### config.mk
export PLATFORM = sky130hd
export DESIGN_NAME = fsam_status
export DESIGN_NICKNAME = d
export VERILOG_FILES = /design/src/fsam_pkg.sv /design/src/fsam_sync.sv /design/src/fsam_status.sv
export SDC_FILE = /design/constraint.sdc
export NUM_CORES = 1
export LEC_CHECK = 0
export ABC_AREA = 1
export BUFFER_PORTS_ARGS = -buffer_cell sky130_fd_sc_hd__buf_2
export CAP_MARGIN = 20
export CORE_ASPECT_RATIO = 1.1
export CORE_MARGIN = 3
export CORE_UTILIZATION = 40
export DETAILED_ROUTE_END_ITERATION = 16
export PLACE_DENSITY = 0.58
export SLEW_MARGIN = 20
export SYNTH_ARGS = -nofsm -noshare
export SYNTH_HDL_FRONTEND = slang
export SYNTH_SLANG_ARGS = --single-unit
### constraint.sdc
create_clock -name clk_i -period 3.54 [get_ports clk_i]
set_input_delay 0.531 -clock clk_i [delete_from_list [all_inputs] [get_ports clk_i]]
set_output_delay 0.531 -clock clk_i [all_outputs]
set_load 0.1 [all_outputs]
### src/fsam_pkg.sv
package fsam_pkg;

   // ------------------------------------------------------------
   // Timing
   // ------------------------------------------------------------
   localparam int CLK_PERIOD_NS = 50;
   localparam int BUSY_TIME_NS = 5000;
   localparam int BUSY_CYCLES = (BUSY_TIME_NS + CLK_PERIOD_NS - 1) /
      CLK_PERIOD_NS;
   localparam logic [7:0] BUSY_LOAD = 8'(BUSY_CYCLES);

   // ------------------------------------------------------------
   // Status register layout
   // ------------------------------------------------------------
   localparam logic [7:0] STATUS_RESET = 8'h00;
   localparam int WIP_BIT = 0;
   localparam int WEL_BIT = 1;
   localparam int NV_LSB = 2;
   localparam int QE_BIT = 6;
   localparam int LOCK_BIT = 7;

   // ------------------------------------------------------------
   // Instruction codes
   // ------------------------------------------------------------
   localparam logic [7:0] CMD_READ_STATUS = 8'h05;
   localparam logic [7:0] CMD_SET_WEL = 8'h06;
   localparam logic [7:0] CMD_CLR_WEL = 8'h04;
   localparam logic [7:0] CMD_WRITE_STATUS = 8'h01;
   localparam logic [7:0] CMD_SOFT_RESET = 8'h99;
   localparam logic [7:0] CMD_SUSPEND = 8'h75;
   localparam logic [7:0] CMD_RESUME = 8'h7A;
   localparam logic [7:0] CMD_ERASE_4K = 8'h21;
   localparam logic [7:0] CMD_ERASE_32K = 8'h5C;
   localparam logic [7:0] CMD_ERASE_64K = 8'hDC;

   // ------------------------------------------------------------
   // Array geometry
   // ------------------------------------------------------------
   localparam int SECTOR_LSB = 12;
   localparam int ADDR_MSB = 24;
   localparam int BLK64_LSB = 4;
   localparam logic [4:0] SPAN_4K = 5'h01;
   localparam logic [4:0] SPAN_32K = 5'h08;
   localparam logic [4:0] SPAN_64K = 5'h10;
   localparam logic [9:0] BLK64_TOTAL = 10'h200;
   localparam logic [3:0] SYNC_RESET = 4'h9;

   typedef enum logic [1:0] {
      PH_CMD = 2'b00,
      PH_ADDR = 2'b01,
      PH_DATA = 2'b11,
      PH_SKIP = 2'b10
   } fsam_phase_t;

endpackage

### src/fsam_sync.sv
`timescale 1ns/1ps
module fsam_sync
   import fsam_pkg::*;
#(
   parameter int W = 4,
   parameter logic [W-1:0] RST_VAL = '0
) (
   input wire logic clk_i,
   input wire logic rst_n_i,
   input wire logic [W-1:0] d_i,
   output logic [W-1:0] q_o
);

   typedef struct packed {
      logic [W-1:0] s1;
      logic [W-1:0] s2;
   } fsam_sync_t;

   fsam_sync_t q;
   fsam_sync_t next_q;

   always_comb begin
      next_q.s1 = d_i;
      next_q.s2 = q.s1;
   end

   always_ff @(posedge clk_i) begin
      if (!rst_n_i) begin
         q <= {RST_VAL, RST_VAL};
      end else begin
         q <= next_q;
      end
   end

   assign q_o = q.s2;

endmodule // fsam_sync

### src/fsam_status.sv
`timescale 1ns/1ps
module fsam_status
   import fsam_pkg::*;
(
   input wire logic clk_i,
   input wire logic rst_n_i,
   input wire logic cs_n_i,
   input wire logic sck_i,
   input wire logic mosi_i,
   input wire logic wp_n_i,
   output logic miso_o,
   output logic miso_oe_o,
   output logic [7:0] status_o,
   output logic quad_enable_o,
   output logic [3:0] protect_o,
   output logic erase_go_o,
   output logic [12:0] erase_sector_o,
   output logic [4:0] erase_count_o
);

   // ------------------------------------------------------------
   // State
   // ------------------------------------------------------------
   typedef struct packed {
      logic sck_d;
      logic cs_d;
      logic [2:0] bit_cnt;
      logic [6:0] sh;
      logic [7:0] cmd;
      logic cmd_ok;
      fsam_phase_t phase;
      logic [31:0] addr;
      logic [1:0] byte_cnt;
      logic addr_ok;
      logic [7:0] wdata;
      logic wdata_ok;
      logic [6:0] out;
      logic miso;
      logic [5:0] nv;
      logic write_enable_latch;
      logic [7:0] busy_cnt;
      logic susp;
      logic go;
      logic [12:0] sect;
      logic [4:0] cnt;
   } fsam_state_t;

   fsam_state_t q;
   fsam_state_t next_q;
   logic [3:0] pins_s;
   logic cs_n_s, sck_s, mosi_s, wp_n_s;
   logic write_in_progress, sck_rise, sck_fall, cs_rise, allowed, prot_hit;
   logic [7:0] status, byte_in;
   logic [4:0] span;
   logic [12:0] first, last;

   // ------------------------------------------------------------
   // Pin synchronisers
   // ------------------------------------------------------------
   fsam_sync #(.W(4), .RST_VAL(SYNC_RESET)) u_sync (
      .clk_i(clk_i),
      .rst_n_i(rst_n_i),
      .d_i({cs_n_i, sck_i, mosi_i, wp_n_i}),
      .q_o(pins_s)
   );
   assign {cs_n_s, sck_s, mosi_s, wp_n_s} = pins_s;

   function automatic logic prot_f(input logic [8:0] blk,
                                   input logic [3:0] bp);
      logic [9:0] thr;
      thr = BLK64_TOTAL - (10'h001 << (bp - 4'h1));
      if (bp == 4'h0) begin
         return 1'b0;
      end
      if (bp >= 4'hA) begin
         return 1'b1;
      end
      return {1'b0, blk} >= thr;
   endfunction

   // ------------------------------------------------------------
   // Decode
   // ------------------------------------------------------------
   assign write_in_progress = (q.busy_cnt != 8'h00) && !q.susp;
   assign status = {q.nv, q.write_enable_latch, write_in_progress};
   assign sck_rise = sck_s && !q.sck_d;
   assign sck_fall = !sck_s && q.sck_d;
   assign cs_rise = cs_n_s && !q.cs_d;
   assign byte_in = {q.sh, mosi_s};
   assign allowed = (byte_in == CMD_READ_STATUS) ||
      (byte_in == CMD_SOFT_RESET) || (byte_in == CMD_SUSPEND) ||
      (byte_in == CMD_RESUME);

   always_comb begin
      case (q.cmd)
         CMD_ERASE_32K: span = SPAN_32K;
         CMD_ERASE_64K: span = SPAN_64K;
         default: span = SPAN_4K;
      endcase
   end

   // Sector index and block alignment
   assign first = q.addr[ADDR_MSB:SECTOR_LSB] &
      ~{8'h00, span - 5'h01};
   assign last = first | {8'h00, span - 5'h01};
   assign prot_hit = prot_f(last[12:BLK64_LSB],
      q.nv[3:0]);

   // ------------------------------------------------------------
   // Next state
   // ------------------------------------------------------------
   always_comb begin
      next_q = q;
      next_q.go = 1'b0;
      next_q.sck_d = sck_s;
      next_q.cs_d = cs_n_s;
      if (q.busy_cnt != 8'h00 && !q.susp) begin
         next_q.busy_cnt = q.busy_cnt - 8'h01;
         if (q.busy_cnt == 8'h01) begin
            next_q.write_enable_latch = 1'b0;
         end
      end
      if (cs_n_s) begin
         next_q.phase = PH_CMD;
         next_q.bit_cnt = 3'h0;
         next_q.byte_cnt = 2'h0;
         next_q.cmd_ok = 1'b0;
         next_q.addr_ok = 1'b0;
         next_q.wdata_ok = 1'b0;
      end else if (sck_rise) begin
         next_q.sh = byte_in[6:0];
         next_q.bit_cnt = q.bit_cnt + 3'h1;
         if (q.bit_cnt == 3'h7) begin
            unique case (q.phase)
               PH_CMD: begin
                  next_q.cmd = byte_in;
                  next_q.cmd_ok = !(write_in_progress && !allowed);
                  if (write_in_progress && !allowed) begin
                     next_q.phase = PH_SKIP;
                  end else if (byte_in == CMD_READ_STATUS ||
                               byte_in == CMD_WRITE_STATUS) begin
                     next_q.phase = PH_DATA;
                  end else if (byte_in == CMD_ERASE_4K ||
                               byte_in == CMD_ERASE_32K ||
                               byte_in == CMD_ERASE_64K) begin
                     next_q.phase = PH_ADDR;
                  end else begin
                     next_q.phase = PH_SKIP;
                  end
               end
               PH_ADDR: begin
                  next_q.addr = {q.addr[23:0], byte_in};
                  next_q.byte_cnt = q.byte_cnt + 2'h1;
                  if (q.byte_cnt == 2'h3) begin
                     next_q.addr_ok = 1'b1;
                     next_q.phase = PH_SKIP;
                  end
               end
               PH_DATA: begin
                  if (q.cmd == CMD_WRITE_STATUS) begin
                     next_q.wdata = byte_in;
                     next_q.wdata_ok = 1'b1;
                     next_q.phase = PH_SKIP;
                  end
               end
               PH_SKIP: begin
               end
            endcase
         end
      end else if (sck_fall && q.phase == PH_DATA) begin
         // Fresh value at every byte boundary
         if (q.bit_cnt == 3'h0) begin
            next_q.miso = status[7];
            next_q.out = status[6:0];
         end else begin
            next_q.miso = q.out[6];
            next_q.out = {q.out[5:0], 1'b0};
         end
      end
      // Execute on chip select release
      if (cs_rise && q.cmd_ok) begin
         case (q.cmd)
            CMD_SET_WEL: if (q.busy_cnt == 8'h00) begin
               next_q.write_enable_latch = 1'b1;
            end
            CMD_CLR_WEL: next_q.write_enable_latch = 1'b0;
            CMD_SOFT_RESET: begin
               next_q.busy_cnt = 8'h00;
               next_q.write_enable_latch = 1'b0;
               next_q.susp = 1'b0;
            end
            CMD_SUSPEND: next_q.susp = next_q.busy_cnt != 8'h00;
            CMD_RESUME: next_q.susp = 1'b0;
            CMD_WRITE_STATUS: begin
               if (q.busy_cnt == 8'h00 && q.write_enable_latch && q.wdata_ok &&
                   !(q.nv[LOCK_BIT-NV_LSB] && !wp_n_s)) begin
                  next_q.nv = q.wdata[7:NV_LSB];
                  next_q.busy_cnt = BUSY_LOAD;
               end
            end
            CMD_ERASE_4K, CMD_ERASE_32K, CMD_ERASE_64K: begin
               if (q.busy_cnt == 8'h00 && q.write_enable_latch && q.addr_ok &&
                   !prot_hit) begin
                  next_q.go = 1'b1;
                  next_q.sect = first;
                  next_q.cnt = span;
                  next_q.busy_cnt = BUSY_LOAD;
               end
            end
            default: begin
            end
         endcase
      end
   end

   always_ff @(posedge clk_i) begin
      if (!rst_n_i) begin
         q <= '0;
         q.nv <= STATUS_RESET[7:NV_LSB];
         q.write_enable_latch <= STATUS_RESET[WEL_BIT];
         q.cs_d <= 1'b1;
      end else begin
         q <= next_q;
      end
   end

   // ------------------------------------------------------------
   // Outputs
   // ------------------------------------------------------------
   assign miso_o = q.miso;
   assign miso_oe_o = !cs_n_s && q.phase == PH_DATA &&
      q.cmd == CMD_READ_STATUS;
   assign status_o = status;
   assign quad_enable_o = q.nv[QE_BIT-NV_LSB];
   assign protect_o = q.nv[3:0];
   assign erase_go_o = q.go;
   assign erase_sector_o = q.sect;
   assign erase_count_o = q.cnt;
endmodule // fsam_status

==> insert_results.sql <==
INSERT INTO impl_metrics (metric_group, metric, value, unit) VALUES
('clock_tree', 'cts_max_path_buffers', '2', ''),
('routing', 'antenna_left', '0', ''),
('critical_path', 'critical_path.slowest_cell', 'dfxtp_1', ''),
('clock_tree', 'worst_setup_hold_path_clk_slew', '0.07', 'ns'),
('critical_path', 'critical_path.endpoint_type', 'register', ''),
('clock_tree', 'cts_tree', 'yes', ''),
('logic_synthesis', 'synth.avg_cell_area', '7.16', 'sq um'),
('cells_and_area', 'syn_to_final_growth', '7.09', '%'),
('cells_and_area', 'filler_cell_count', '1255', ''),
('critical_path', 'setup.worst_path.start_class', 'register', ''),
('critical_path', 'critical_path.max_fanout', '17', ''),
('global_route', 'largest_net_degree_at_the_start_of_global_routing', '86', ''),
('placement', 'buffer_ports.inserted', '37', ''),
('sta', 'period_needed', '3.06', 'ns'),
('logic_synthesis', 'synth_seq_cells', '107', ''),
('critical_path', 'timing.critical_path.cells', 'nor2_1 -> inv_1 -> nor2_1 -> inv_1 -> ha_1 -> inv_1 -> nor2_1 -> o21ai_0 -> o31ai_1 -> ha_1 -> nand2_1 -> a21oi_1 -> nor2_1 -> o21ai_1 -> nand2_1 -> nand3_4 -> nor2_8 -> inv_2 -> nor2_1 -> nor2_1', ''),
('sta', 'timing.clock.skew', '0.00592', 'ns'),
('clock_tree', 'cts-root-buf', 'clkbuf_16', ''),
('clock_tree', 'cts.repair.resized', '0', ''),
('floorplan', 'die_h', '125', 'um'),
('routing', 'detail_route.wirelength', '11300', 'um'),
('logic_synthesis', 'synth_flop_cell', 'dfxtp_1', ''),
('global_route', 'wire_length_of_the_first_global_routing_pass', '19200', 'um'),
('critical_path', 'critPathBufInv', '4', ''),
('clock_tree', 'cts_inserted_buffers', '9', ''),
('clock_tree', 'cts_num_sinks', '107', ''),
('critical_path', 'cp_data_arrival_time', '3.31', 'ns'),
('power', 'p_leak', '2.61', 'nW'),
('cells_and_area', 'drive_above_1_share', '11.6', '%'),
('critical_path', 'cp_top_family', 'simple AND/OR/NAND/NOR gates', ''),
('routing', 'vias_per_cell', '4.94', ''),
('logic_synthesis', 'synth_sequential_area_ratio', '41.7', '%'),
('cells_and_area', 'instances_no_fill', '877', ''),
('logic_synthesis', 'synth.distinct_cells', '37', ''),
('critical_path', 'max_stage_delay', '0.49', 'ns'),
('floorplan', 'die_width', '114', 'um'),
('placement', 'post-place-cells', '861', ''),
('floorplan', 'core.rowCount', '42', ''),
('power', 'max-vdd-ir-drop', '0.000284', 'V'),
('clock_tree', 'clk-insertion-delay-late', '0.36', 'ns'),
('routing', 'violation_count_after_the_first_detailed_route_iteration', '283', ''),
('global_route', 'grtUsageTotal', '16.4', '%'),
('clock_tree', 'cts_hold_buf', '0', ''),
('clock_tree', 'clock_tree.htree_level_count', '3', ''),
('floorplan', 'coreArea', '12300', 'sq um'),
('logic_synthesis', 'mapped_area', '5130', 'sq um'),
('sta', 'tightestPinTransition', '0.857', 'ns'),
('floorplan', 'io_count', '40', ''),
('sta', 'grt_setup_unrepaired', 'no', ''),
('cells_and_area', 'final_area', '5500', 'sq um'),
('power', 'fin_total_pwr', '2.23', 'mW'),
('flow_run', 'timing.max_cap.violations', '0', ''),
('logic_synthesis', 'synth-warning-count', '0', ''),
('global_route', 'grt_pass1_vias', '4011', ''),
('power', 'cellPowerDensity', '405', 'nW/um^2'),
('critical_path', 'timing_worst_setup_path_type', 'register to register', ''),
('sta', 'maxClockFrequency', '0.327', 'GHz'),
('floorplan', 'die_area', '14200', 'sq um'),
('routing', 'wire_per_inst', '12.8', 'um'),
('global_route', 'gr-total-overflow', '0', ''),
('routing', 'route.vias.total', '4329', ''),
('routing', 'route.detailed.drc', '0', ''),
('routing', 'first_pass_iters', '4', ''),
('placement', 'routabilityCongestion', '0.917', ''),
('status', 'outcome', 'complete, no violations', ''),
('sta', 'relSlewSlack', '42.6', '%'),
('sta', 'slew_viol_final', '0', ''),
('critical_path', 'critical_path_required', '3.80', 'ns'),
('logic_synthesis', 'synth_enable_flop_cells', '0', ''),
('cells_and_area', 'diodes', '0', ''),
('floorplan', 'initial_core_util', '41.7', '%');
## stage by stage
| step | setup slack, ns | hold WS [ns] |
|---|---|---|
| final | 0.483 | 0.348 |
| after CTS | 0.492 | 0.334 |
| after detailed placement | 0.511 | 0.399 |
| after floorplan | 0.928 | 0.390 |
| after global placement | 0.696 | 0.392 |
| after global routing | 0.0998 | 0.342 |
## path summary, 6_finish.rpt
| path | startpoint | endpoint | slack (ns) | cells after the start |
|---|---|---|---|---|
| worst max-delay path | protect_o[3]$_SDFFE_PN0P_ | erase_sector_o[10]$_SDFFE_PN0P_ | 0.48 | 20 |
| worst min-delay path | sck_i | u_sync.next_q[2]$_SDFF_PN0_ | 0.35 | 3 |
| worst max register to register | protect_o[3]$_SDFFE_PN0P_ | erase_sector_o[10]$_SDFFE_PN0P_ | 0.48 | 20 |
| worst min register to register | u_sync.next_q[3]$_SDFF_PN1_ | u_sync.q_o[3]$_SDFF_PN1_ | 0.41 | 1 |
## area by class of cell
| class | count | area [sq um] | area share [%] |
|---|---|---|---|
| multi-input combinational | 476 | 2350 | 42.7 |
| sequential | 107 | 2140 | 39.0 |
| inverter | 83 | 312 | 5.67 |
| clock buffer | 9 | 225 | 4.10 |
| timing repair buffer | 41 | 215 | 3.92 |
| tap | 154 | 193 | 3.51 |
| clock inverter | 7 | 61.3 | 1.12 |
## metal layers
| metal | up-vias | wire length (um) | track usage, % |
|---|---|---|---|
| met2 | 85 | 5150 | 25.8 |
| met3 | 19 | 503 | 3.79 |
| li1 | 2295 | - | - |
| met1 | 1930 | 5370 | 21.9 |
| met4 | 0 | 238 | 5.87 |
| met5 | - | 0 | 0 |
## cells in the final DEF (no fill, tap or decap), drive strengths merged, types with 2 or more instances in the layout
master	netlist	final
nand3	33	33
nor4	3	3
nor2	105	105
o31ai	2	2
nor3	5	5
buf	39	41
conb	1	2
xor2	2	2
ha	17	17
nand4	9	9
inv	81	84
clkbuf	13	9
dfxtp	107	107
o21ai	88	88
nand2	131	131
or2	4	4
a31oi	7	7
a21oi	61	61
clkinv	2	5
## flip-flops by register name, indices dropped and copies added (netlist names)
register / cells
q: 67
erase_sector_o: 13
byte_in: 7
protect_o: 4
u_sync.next_q: 4
u_sync.q_o: 4
erase_count_o: 3
status_o: 2
erase_go_o: 1
miso_o: 1
quad_enable_o: 1
## Yosys cell counts, types with 3 or more instances
| cell | instances | area share (%) |
|---|---|---|
| clkbuf_1 | 13 | 0.95 |
| nor2_2 | 4 | 0.49 |
| o21ai_0 | 73 | 7.1 |
| o21ai_1 | 15 | 1.5 |
| nand4_1 | 8 | 0.98 |
| nor2_4 | 3 | 0.66 |
| buf_2 | 6 | 0.59 |
| inv_1 | 71 | 5.2 |
| inv_2 | 10 | 0.73 |
| nand2_1 | 130 | 9.5 |
| a31oi_1 | 7 | 0.85 |
| dfxtp_1 | 107 | 42 |
| nor4_1 | 3 | 0.37 |
| nor3_1 | 4 | 0.39 |
| a21oi_1 | 61 | 5.9 |
| nor2_1 | 97 | 7.1 |
| or2_2 | 4 | 0.49 |
| ha_1 | 17 | 4.1 |
| nand3_1 | 32 | 3.1 |
| buf_4 | 31 | 4.5 |
## kinds of logic after synthesis
group,synth area share [%]
AOI/OAI and AO/OA,16.6
other,0.0731
buffers and inverters,12.6
xor gates and xnor gates,0.341
DFF,41.7
and+or+nand+nor,24.5
adders and majority gates,4.14
## worst reg2reg max path: stages, from the launching register on
cell	delay (ns)
dfxtp_1	0.49
nor2_1	0.12
inv_1	0.13
nor2_1	0.08
inv_1	0.05
ha_1	0.16
inv_1	0.07
nor2_1	0.20
o21ai_0	0.15
o31ai_1	0.10
ha_1	0.30
nand2_1	0.07
a21oi_1	0.04
nor2_1	0.09
o21ai_1	0.08
nand2_1	0.10
nand3_4	0.14
nor2_8	0.24
inv_2	0.17
nor2_1	0.14
nor2_1	0.06
## power breakdown
| group | internal [mW] | switching (mW) | total (mW) |
|---|---|---|---|
| logic | 0.0105 | 0.0365 | 0.0470 |
| clock network | 0.491 | 0.477 | 0.968 |
| registers | 1.21 | 0.00405 | 1.21 |
| total | 1.71 | 0.517 | 2.23 |
Note: power is estimated with default switching activity, not from simulation.
